<file path="config.mk">
export PLATFORM = sky130hd
export DESIGN_NAME = ppmc_port_mode_ctrl
export DESIGN_NICKNAME = d
export VERILOG_FILES = /design/src/shared/ppmc_pkg.sv /design/src/rtl/ppmc_hs_chan.sv /design/src/rtl/ppmc_port_mode_ctrl.sv
export SDC_FILE = /design/constraint.sdc
export NUM_CORES = 1
export LEC_CHECK = 0
export BUFFER_PORTS_ARGS = -buffer_cell sky130_fd_sc_hd__buf_2
export CAP_MARGIN = 20
export CORE_UTILIZATION = 61
export DETAILED_ROUTE_END_ITERATION = 6
export GPL_TIMING_DRIVEN = 0
export MAX_ROUTING_LAYER = met4
export PLACE_DENSITY_LB_ADDON = 0.05
export SYNTH_ARGS = -nofsm -noshare
export SYNTH_HDL_FRONTEND = slang
export SYNTH_SLANG_ARGS = --single-unit
</file>
<file path="constraint.sdc">
create_clock -name clk -period 7.5 [get_ports clk]
set_clock_uncertainty 0.15 [all_clocks]
set_input_delay 1.5 -clock clk [delete_from_list [all_inputs] [get_ports clk]]
set_output_delay 1.5 -clock clk [all_outputs]
set_load 0.02 [all_outputs]
</file>
<file path="src/shared/ppmc_pkg.sv">
// Shared constants and types of the parallel port mode control block
package ppmc_pkg;
	localparam int ADDR_W = 5;
	localparam int DATA_W = 8;
	localparam int WORD_W = 16;

	localparam logic [ADDR_W-1:0] OFF_GCR = 5'h00;
	localparam logic [ADDR_W-1:0] OFF_DDRA = 5'h02;
	localparam logic [ADDR_W-1:0] OFF_DDRB = 5'h03;
	localparam logic [ADDR_W-1:0] OFF_CTLA = 5'h06;
	localparam logic [ADDR_W-1:0] OFF_CTLB = 5'h07;
	localparam logic [ADDR_W-1:0] OFF_DATA_A = 5'h08;
	localparam logic [ADDR_W-1:0] OFF_DATA_B = 5'h09;
	localparam logic [ADDR_W-1:0] OFF_STAT = 5'h0d;

	localparam int GCR_MODE_HI = 7;
	localparam int GCR_MODE_LO = 6;
	localparam int GCR_EN34 = 5;
	localparam int GCR_EN12 = 4;
	localparam int GCR_SENSE_HI = 3;
	localparam int CTL_SUB_HI = 7;
	localparam int CTL_SUB_LO = 6;
	localparam int CTL_AUX_HI = 5;
	localparam int CTL_AUX_LO = 3;
	localparam int AUX_DIR_BIT = 2;

	localparam logic [DATA_W-1:0] RST_GCR = 8'h00;
	localparam logic [DATA_W-1:0] RST_DDR = 8'h00;
	localparam logic [DATA_W-1:0] RST_CTL = 8'h00;
	localparam logic [DATA_W-1:0] RST_DATA = 8'h00;

	localparam logic [1:0] SUB_LATCH = 2'h0;
	localparam logic [1:0] SUB_ACK = 2'h1;
	localparam logic [2:0] AUX_OUT_NEG = 3'h4;
	localparam logic [2:0] AUX_OUT_ASR = 3'h5;
	localparam logic [2:0] AUX_ILOCK = 3'h6;
	localparam logic [2:0] AUX_PULSE = 3'h7;

	localparam int CLK_PERIOD_NS = 100;
	localparam int HS_PULSE_NS = 400;
	localparam int HS_PULSE_CYC = (HS_PULSE_NS / CLK_PERIOD_NS) < 1 ? 1 : (HS_PULSE_NS / CLK_PERIOD_NS);

	typedef enum logic [1:0] {MODE_UNI8, MODE_UNI16, MODE_BI8, MODE_BI16} ppmc_mode_e;

	typedef struct packed {
		logic enable;
		logic latchMode;
		logic ackMode;
		logic [2:0] auxCtl;
	} ppmc_chan_ctl_s;
endpackage

</file>
<file path="src/rtl/ppmc_hs_chan.sv">
// One handshake channel: double buffer, primary and auxiliary handshake pins
`timescale 1ns/1ns
module ppmc_hs_chan #(
	parameter int W = 16
) (
	input wire logic clk,
	input wire logic resetn,
	input wire ppmc_pkg::ppmc_chan_ctl_s ctl,
	input wire logic primAsr,
	input wire logic auxAsr,
	input wire logic [W-1:0] pins,
	input wire logic wrStb,
	input wire logic [W-1:0] wrData,
	input wire logic rdStb,
	output logic [W-1:0] inData,
	output logic [W-1:0] outData,
	output logic inFull,
	output logic outAvail,
	output logic auxOut,
	output logic auxOe,
	output logic primEdge,
	output logic auxEdge
);
	import ppmc_pkg::*;

	localparam int PW = $clog2(HS_PULSE_CYC + 1);

	logic primPrev_q;
	logic auxPrev_q;
	logic [W-1:0] store_q [2];
	logic [W-1:0] single_q;
	logic [1:0] cnt_q;
	logic [PW-1:0] pulse_q;

	wire hsOn = ctl.enable & (ctl.latchMode | ctl.ackMode);
	wire primFall = ~primAsr & primPrev_q;
	wire notFull = cnt_q != 2'd2;
	wire notEmpty = cnt_q != 2'd0;
	// Latch on asserted edge while room is left
	wire take = hsOn & ctl.latchMode & primEdge & notFull;
	wire load = ctl.ackMode & wrStb & notFull;
	// Output word is taken when the peripheral releases its acknowledge
	wire pop = (ctl.latchMode & rdStb & notEmpty) | (hsOn & ctl.ackMode & primFall & notEmpty);
	wire push = take | load;
	wire wrIdx = pop ? (cnt_q == 2'd2) : cnt_q[0];
	wire [W-1:0] newWord = take ? pins : wrData;
	wire pulseStart = ctl.latchMode ? take : ((load & ~notEmpty) | (pop & ~notFull));

	assign primEdge = primAsr & ~primPrev_q;
	assign auxEdge = auxAsr & ~auxPrev_q;
	assign inData = ctl.latchMode ? store_q[0] : pins;
	assign outData = ctl.ackMode ? store_q[0] : single_q;
	assign inFull = ctl.latchMode & notEmpty;
	assign outAvail = ctl.ackMode & notEmpty;
	assign auxOe = ctl.auxCtl[AUX_DIR_BIT];

	always_comb begin
		unique case (ctl.auxCtl)
			AUX_OUT_ASR: auxOut = 1'b1;
			AUX_ILOCK: auxOut = hsOn & (ctl.latchMode ? notFull : notEmpty);
			AUX_PULSE: auxOut = hsOn & (pulse_q != '0);
			default: auxOut = 1'b0;
		endcase
	end

	always_ff @(posedge clk or negedge resetn) begin
		if (!resetn) begin
			primPrev_q <= 1'b0;
			auxPrev_q <= 1'b0;
		end else begin
			primPrev_q <= primAsr;
			auxPrev_q <= auxAsr;
		end
	end

	always_ff @(posedge clk or negedge resetn) begin
		if (!resetn) begin
			cnt_q <= 2'd0;
			store_q[0] <= '0;
			store_q[1] <= '0;
		end else begin
			cnt_q <= cnt_q + {1'b0, push} - {1'b0, pop};
			if (pop) begin
				store_q[0] <= store_q[1];
			end
			if (push) begin
				store_q[wrIdx] <= newWord;
			end
		end
	end

	always_ff @(posedge clk or negedge resetn) begin
		if (!resetn) begin
			single_q <= '0;
			pulse_q <= '0;
		end else begin
			if (wrStb & ~ctl.ackMode) begin
				single_q <= wrData;
			end
			if (pulseStart) begin
				pulse_q <= PW'(HS_PULSE_CYC);
			end else if (pulse_q != '0) begin
				pulse_q <= pulse_q - 1'b1;
			end
		end
	end
endmodule

</file>
<file path="src/rtl/ppmc_port_mode_ctrl.sv">
// Port pair mode control with register slave, pin muxing and direction
`timescale 1ns/1ns
// Behaviour
// - Two-bit global field selects four port modes
// - Each port control holds a two-bit submode
// - Mode and submode fix port and pins
// - Mode 0 sub 00: latched input, first pin latches
// - Mode 0 sub 01: buffered output, live input
// - Second pin: status, output or handshake partner
// - Sub 1X: single output, live input, status pins
// - Port B pair mirrors port A pair
// - 16-bit mode: B low byte, A pins status
// - 16-bit sub X0: latched word by third pin
// - 16-bit output: third pin acknowledges, fourth handshakes
// - Bidirectional 8-bit: port B double buffered, submodes ignored
// - First pin acknowledges output and enables drivers
// - Third pin latches input, fourth completes handshake
// - Bidirectional 16-bit: A high, B low byte
// - Host data path eight bits wide
// - Five select bits address the registers
// - Handshake pin sense programmable in low bits
// - Status register shows live handshake pin levels
// - Reset clears control and direction registers
module ppmc_port_mode_ctrl (
	input wire logic clk,
	input wire logic resetn,
	input wire logic [ppmc_pkg::ADDR_W-1:0] avs_address,
	input wire logic avs_read,
	input wire logic avs_write,
	input wire logic [ppmc_pkg::DATA_W-1:0] avs_writedata,
	output logic [ppmc_pkg::DATA_W-1:0] avs_readdata,
	output logic avs_waitrequest,
	input wire logic [7:0] portAIn,
	output logic [7:0] portAOut,
	output logic [7:0] portAOe,
	input wire logic [7:0] portBIn,
	output logic [7:0] portBOut,
	output logic [7:0] portBOe,
	input wire logic handshakeAIn,
	input wire logic handshakeAAuxIn,
	output logic handshakeAAuxOut,
	output logic handshakeAAuxOe,
	input wire logic handshakeBIn,
	input wire logic handshakeBAuxIn,
	output logic handshakeBAuxOut,
	output logic handshakeBAuxOe
);
	import ppmc_pkg::*;

	localparam int SYNC_W = 20;

	logic [SYNC_W-1:0] sync1_q;
	logic [SYNC_W-1:0] sync2_q;
	logic [7:0] gcr_q;
	logic [7:0] ddrA_q;
	logic [7:0] ddrB_q;
	logic [7:0] ctlA_q;
	logic [7:0] ctlB_q;
	logic [7:0] hiHold_q;
	logic [3:0] flag_q;
	logic ack_q;
	ppmc_chan_ctl_s aCtl;
	ppmc_chan_ctl_s bCtl;
	logic [WORD_W-1:0] aIn;
	logic [WORD_W-1:0] aOut;
	logic [WORD_W-1:0] bIn;
	logic [WORD_W-1:0] bOut;
	logic aFull;
	logic aAvail;
	logic bFull;
	logic bAvail;
	logic aAuxAsr;
	logic bAuxAsr;
	logic aAuxOe;
	logic bAuxOe;
	logic aPrimEdge;
	logic aAuxEdge;
	logic bPrimEdge;
	logic bAuxEdge;

	// Pins pass two flops; reset at pull-up idle so no false edge
	always_ff @(posedge clk or negedge resetn) begin
		if (!resetn) begin
			sync1_q <= '1;
			sync2_q <= '1;
		end else begin
			sync1_q <= {handshakeBAuxIn, handshakeBIn, handshakeAAuxIn, handshakeAIn, portBIn, portAIn};
			sync2_q <= sync1_q;
		end
	end

	wire [7:0] pa = sync2_q[7:0];
	wire [7:0] pb = sync2_q[15:8];
	wire [3:0] hLvl = sync2_q[19:16];
	wire [3:0] sense = gcr_q[GCR_SENSE_HI:0];
	// Asserted level of each handshake pin after sense
	wire [3:0] hAsr = ~(hLvl ^ sense);

	// Mode decode
	wire ppmc_mode_e mode = ppmc_mode_e'(gcr_q[GCR_MODE_HI:GCR_MODE_LO]);
	wire bidir = mode == MODE_BI8 || mode == MODE_BI16;
	wire wide = mode == MODE_UNI16 || mode == MODE_BI16;
	wire [1:0] subA = ctlA_q[CTL_SUB_HI:CTL_SUB_LO];
	wire [1:0] subB = ctlB_q[CTL_SUB_HI:CTL_SUB_LO];

	// Channel roles for each mode and submode
	always_comb begin
		aCtl = '0;
		bCtl = '0;
		aCtl.enable = gcr_q[GCR_EN12];
		bCtl.enable = gcr_q[GCR_EN34];
		// Bidirectional modes force a handshake code on the second and fourth pins
		aCtl.auxCtl = bidir ? {2'b11, ctlA_q[CTL_AUX_LO]} : ctlA_q[CTL_AUX_HI:CTL_AUX_LO];
		bCtl.auxCtl = bidir ? {2'b11, ctlB_q[CTL_AUX_LO]} : ctlB_q[CTL_AUX_HI:CTL_AUX_LO];
		unique case (mode)
			MODE_UNI8: begin
				aCtl.latchMode = subA == SUB_LATCH;
				aCtl.ackMode = subA == SUB_ACK;
				bCtl.latchMode = subB == SUB_LATCH;
				bCtl.ackMode = subB == SUB_ACK;
			end
			MODE_UNI16: begin
				bCtl.latchMode = ~subB[0];
				bCtl.ackMode = subB[0];
			end
			MODE_BI8, MODE_BI16: begin
				aCtl.ackMode = 1'b1;
				bCtl.latchMode = 1'b1;
			end
		endcase
	end

	// Bus slave: one wait cycle, then the answer
	wire req = avs_read | avs_write;
	wire first = req & ~ack_q;
	wire wrEn = avs_write & ack_q;
	wire rdEn = avs_read & ack_q;
	assign avs_waitrequest = first;

	// Register select decode
	wire selGcr = avs_address == OFF_GCR;
	wire selDdrA = avs_address == OFF_DDRA;
	wire selDdrB = avs_address == OFF_DDRB;
	wire selCtlA = avs_address == OFF_CTLA;
	wire selCtlB = avs_address == OFF_CTLB;
	wire selDataA = avs_address == OFF_DATA_A;
	wire selDataB = avs_address == OFF_DATA_B;
	wire selStat = avs_address == OFF_STAT;

	wire wrDataA = wrEn & selDataA;
	wire wrDataB = wrEn & selDataB;
	wire rdDataA = rdEn & selDataA;
	wire rdDataB = rdEn & selDataB;

	// Data routing into the channels
	wire [WORD_W-1:0] bWrData = {wide ? hiHold_q : 8'h00, avs_writedata};
	wire [WORD_W-1:0] aWrData = bidir ? bWrData : {8'h00, avs_writedata};
	wire aWr = bidir ? wrDataB : (wrDataA & mode == MODE_UNI8);
	wire bWr = wrDataB & ~bidir;
	wire aRd = rdDataA & mode == MODE_UNI8;
	wire [WORD_W-1:0] aPins = {8'h00, pa};
	wire [WORD_W-1:0] bPins = wide ? {pa, pb} : {8'h00, pb};

	// Readback per bit in unidirectional modes and for bit port A in 8-bit bidirectional mode: outputs show the latch, inputs the buffer or pin
	wire [7:0] rdA8 = (ddrA_q & aOut[7:0]) | (~ddrA_q & aIn[7:0]);
	wire [7:0] rdA16 = (ddrA_q & bOut[15:8]) | (~ddrA_q & bIn[15:8]);
	wire [7:0] rdABit = (ddrA_q & hiHold_q) | (~ddrA_q & pa);
	wire [7:0] rdBUni = (ddrB_q & bOut[7:0]) | (~ddrB_q & bIn[7:0]);
	wire [7:0] rdA = mode == MODE_UNI8 ? rdA8 : mode == MODE_UNI16 ? rdA16 : mode == MODE_BI8 ? rdABit : bIn[15:8];
	wire [7:0] rdB = bidir ? bIn[7:0] : rdBUni;

	wire [7:0] rdMux =
		selGcr ? gcr_q :
		selDdrA ? ddrA_q :
		selDdrB ? ddrB_q :
		selCtlA ? ctlA_q :
		selCtlB ? ctlB_q :
		selDataA ? rdA :
		selDataB ? rdB :
		selStat ? {hLvl, flag_q} :
		8'h00;

	always_ff @(posedge clk or negedge resetn) begin
		if (!resetn) begin
			ack_q <= 1'b0;
			avs_readdata <= 8'h00;
		end else begin
			ack_q <= first;
			if (avs_read & first) begin
				avs_readdata <= rdMux;
			end
		end
	end

	// Control registers cleared by reset
	always_ff @(posedge clk or negedge resetn) begin
		if (!resetn) begin
			gcr_q <= RST_GCR;
			ctlA_q <= RST_CTL;
			ctlB_q <= RST_CTL;
		end else begin
			if (wrEn & selGcr) gcr_q <= avs_writedata;
			if (wrEn & selCtlA) ctlA_q <= avs_writedata;
			if (wrEn & selCtlB) ctlB_q <= avs_writedata;
		end
	end

	always_ff @(posedge clk or negedge resetn) begin
		if (!resetn) begin
			ddrA_q <= RST_DDR;
			ddrB_q <= RST_DDR;
			hiHold_q <= RST_DATA;
		end else begin
			if (wrEn & selDdrA) ddrA_q <= avs_writedata;
			if (wrEn & selDdrB) ddrB_q <= avs_writedata;
			if (wrDataA) hiHold_q <= avs_writedata;
		end
	end

	// Edge flags: a set in the clearing cycle wins
	wire [3:0] flagSet = {bAuxEdge & ~bAuxOe, bPrimEdge, aAuxEdge & ~aAuxOe, aPrimEdge};
	wire [3:0] flagClr = (wrEn & selStat) ? avs_writedata[3:0] : 4'h0;
	always_ff @(posedge clk or negedge resetn) begin
		if (!resetn) begin
			flag_q <= 4'h0;
		end else begin
			flag_q <= (flag_q & ~flagClr) | flagSet;
		end
	end

	ppmc_hs_chan #(.W(WORD_W)) chanA (
		.clk(clk),
		.resetn(resetn),
		.ctl(aCtl),
		.primAsr(hAsr[0]),
		.auxAsr(hAsr[1]),
		.pins(aPins),
		.wrStb(aWr),
		.wrData(aWrData),
		.rdStb(aRd),
		.inData(aIn),
		.outData(aOut),
		.inFull(aFull),
		.outAvail(aAvail),
		.auxOut(aAuxAsr),
		.auxOe(aAuxOe),
		.primEdge(aPrimEdge),
		.auxEdge(aAuxEdge)
	);

	ppmc_hs_chan #(.W(WORD_W)) chanB (
		.clk(clk),
		.resetn(resetn),
		.ctl(bCtl),
		.primAsr(hAsr[2]),
		.auxAsr(hAsr[3]),
		.pins(bPins),
		.wrStb(bWr),
		.wrData(bWrData),
		.rdStb(rdDataB),
		.inData(bIn),
		.outData(bOut),
		.inFull(bFull),
		.outAvail(bAvail),
		.auxOut(bAuxAsr),
		.auxOe(bAuxOe),
		.primEdge(bPrimEdge),
		.auxEdge(bAuxEdge)
	);

	// Auxiliary pins driven at the programmed sense
	assign handshakeAAuxOut = ~(aAuxAsr ^ sense[1]);
	assign handshakeBAuxOut = ~(bAuxAsr ^ sense[3]);
	assign handshakeAAuxOe = aAuxOe;
	assign handshakeBAuxOe = bAuxOe;

	// Port drivers per mode
	wire [7:0] drvOn = {8{hAsr[0]}};
	assign portAOut = mode == MODE_UNI8 ? aOut[7:0] : mode == MODE_BI8 ? hiHold_q : mode == MODE_UNI16 ? bOut[15:8] : aOut[15:8];
	assign portBOut = bidir ? aOut[7:0] : bOut[7:0];
	assign portAOe = mode == MODE_BI16 ? drvOn : ddrA_q;
	assign portBOe = bidir ? drvOn : ddrB_q;
endmodule

</file>
==> flow_summary.ini <==
[setup_path]
cpPeakStageDelay_ns = 0.62
cp_slowest_cell = clkbuf_1
worstPathRequired_ns = 5.85
cp_num_buf_inv = 5
critPathTopFamily = buffers and inverters
path_cells = buf_2 > clkbuf_1 > clkbuf_1 > clkbuf_1 > nand2_1 > a21o_1 > buf_2
start_kind = flop
cpMostUsedCell = clkbuf_1
path_class = reg2out
critPathMaxFanout = 10
cp.arrival_ns = 3.60
end_kind = primary output

[routing]
totalWireLength_um = 34500
drt_iter0_drc = 1072
drcViolationCount = 0
vias = 8816
ant_nets = 0
firstDrtPassIters = 5
vias_per_cell = 6.62
wl_per_cell_um = 25.9

[cts]
h-tree-depth = 1
cts_root_buffer = clkbuf_16
hold_buffers = 0
cts_buffers = 23
clk_latency_ns = 0.53
cts_sinks = 203
cts_tree = yes
clk_pin_slew_ns = 0.06
postCtsSetupRepairBufs = 0
clockBufferDepth = 3
cts.repair.resized = 0

[yosys]
syn_area_um2 = 10400
yosysWarnings = 0
postSynthAreaPerCell_um2 = 10.5
synth_edf_count = 0
synth_largest_area_cell = dfrtp_1
synth_top_area_share = 0.392
synth_area_leaders = dfrtp_1 (39%), dfstp_2 (10%), mux2i_1 (9.1%)
synthArstFlopShare = 1.00
synthFlopType = dfrtp_1
synth.net_count = 1037
synth.distinct_cells = 72
syn_inst = 992
synth_commonest_cells = dfrtp_1 (163), nand2_1 (124), mux2i_1 (95), o21ai_0 (86), mux2_2 (79)
yosysMostFrequentCell = dfrtp_1
seq_area_frac_synth = 0.494
ys_seq_elements = 203

[global_route]
grtUsageTotal = 0.412
grt_max_degree = 103
grt_pass1_wl_um = 51800
grt_overflow = 0
antenna_found_initial = 0
grt_pass1_vias = 8487

[die]
core_area_um2 = 16600
rows = 47
fp.dieW_um = 133
initial_core_util = 0.627
fp.dieH_um = 133
dieArea_um2 = 17600
ios = 82

[place]
dp_worst_setup_slack_ns = 2.99
globalplace.congestion = 0.980
io_buffers = 75
dp.final_hpwl_um = 24400

[timing]
min_period_ns = 5.25
final-hold-violation-count = 0
drv_slew = 0
rsz0062_at_grt = no
max_freq_mhz = 191
tightest_slew_ns = 1.15
worst_slack_ns = 2.25
slew_headroom = 0.212
period_share = 0.700
fin_setup_tns_ns = 0
setup_viol = 0

[hold_path]
hold_class = reg2reg

[layout]
syn_to_final_growth_pct = 14.2
fin_util = 0.716
layout-drive-gt1-share = 0.243
nets = 1138

[power_and_ir_drop]
p_per_area_nw_per_um2 = 290
ir_drop_mv = 0.254
p_leak_nw = 5.46

[outcome]
outcome = finished, final reports clean

[run]
drv_cap = 0
path summary, 6_finish.rpt:
check                                start                to  slack (ns)  depth (start not counted)
worst min-delay path            sync1_q[5]        sync2_q[5]        0.20                          0
worst min register to register  sync1_q[5]        sync2_q[5]        0.20                          0
worst max register to register    gcr_q[6]    chanB.cnt_q[1]        4.20                         11
min in group asynchronous           resetn  chanB.pulse_q[2]        0.82                          1
max in group asynchronous           resetn  chanA.pulse_q[0]        5.39                          2
worst max-delay path              gcr_q[7]        portAOe[6]        2.25                          7
power by group:
group | internal (mW) | leakage, nW | switching, mW
Clock | 0.684 | 0.386 | 0.473
Sequential | 1.27 | 2.56 | 0.183
Combinational | 0.304 | 2.51 | 0.527
Total | 2.26 | 5.46 | 1.18
per-layer routing:
| metal | up-vias | wire [um] | global-route usage | part of all wire |
|---|---|---|---|---|
| met5 | - | 0 | - | 0 |
| met4 | 0 | 1550 | 0.161 | 0.045 |
| met3 | 117 | 3730 | 0.102 | 0.11 |
| met2 | 605 | 15100 | 0.599 | 0.44 |
| met1 | 4289 | 14100 | 0.557 | 0.41 |
| li1 | 3805 | - | - | - |
worst reg2reg max path, delay by kind of cell, from the launching register on:
kind,cells,cell delay [ns]
AO/OA/AOI/OAI,2,0.98
flip-flops,1,0.50
adder cells (fa/ha/maj),2,0.49
XOR/XNOR,2,0.35
AND/OR/NAND/NOR,2,0.35
buffers and inverters,3,0.41
layout by cell type, fill, tap and decap left out, types with 12 or more instances in the layout:
cell type and n:
clkbuf_16 24, o21ai_0 86, nor2_1 49, inv_1 26, a21oi_1 49, mux2i_1 95
buf_2 89, nand3_1 13, clkbuf_1 43, nand2_1 124, a21o_1 12, dfstp_2 40
mux2_2 79, dfrtp_1 163
area by class of cell:
type | count | area [um^2]
Clock buffer | 33 | 694
Clock inverter | 9 | 93.8
Multi-Input combinational cell | 697 | 4870
Timing Repair Buffer | 76 | 413
Antenna cell | 1 | 2.50
Fill cell | 1238 | 4710
Sequential cell | 203 | 5130
Buffer | 65 | 293
Tap cell | 220 | 275
Inverter | 27 | 101
kinds of logic after synthesis:
group / after synthesis / share of synthesized area
XOR/XNOR: 13 / 0.0110
flip-flops: 203 / 0.494
AND/OR/NAND/NOR: 259 / 0.119
multiplexers: 174 / 0.177
AO/OA/AOI/OAI: 243 / 0.152
buffers and inverters: 92 / 0.0379
adder cells (fa/ha/maj): 8 / 0.00963
stage by stage:
stage	std cells	hold WS, ns	power [mW]	cell area [um^2]
CTS	1330	0.202	3.42	11900
global placement	1287	0.195	2.24	11000
global route	1330	0.200	3.56	11900
detailed placement	1288	0.197	2.27	11100
floorplan	992	0.195	1.94	10400
finish	1331	0.201	3.44	11900
No activity file was read; power rests on OpenSTA's default activity.
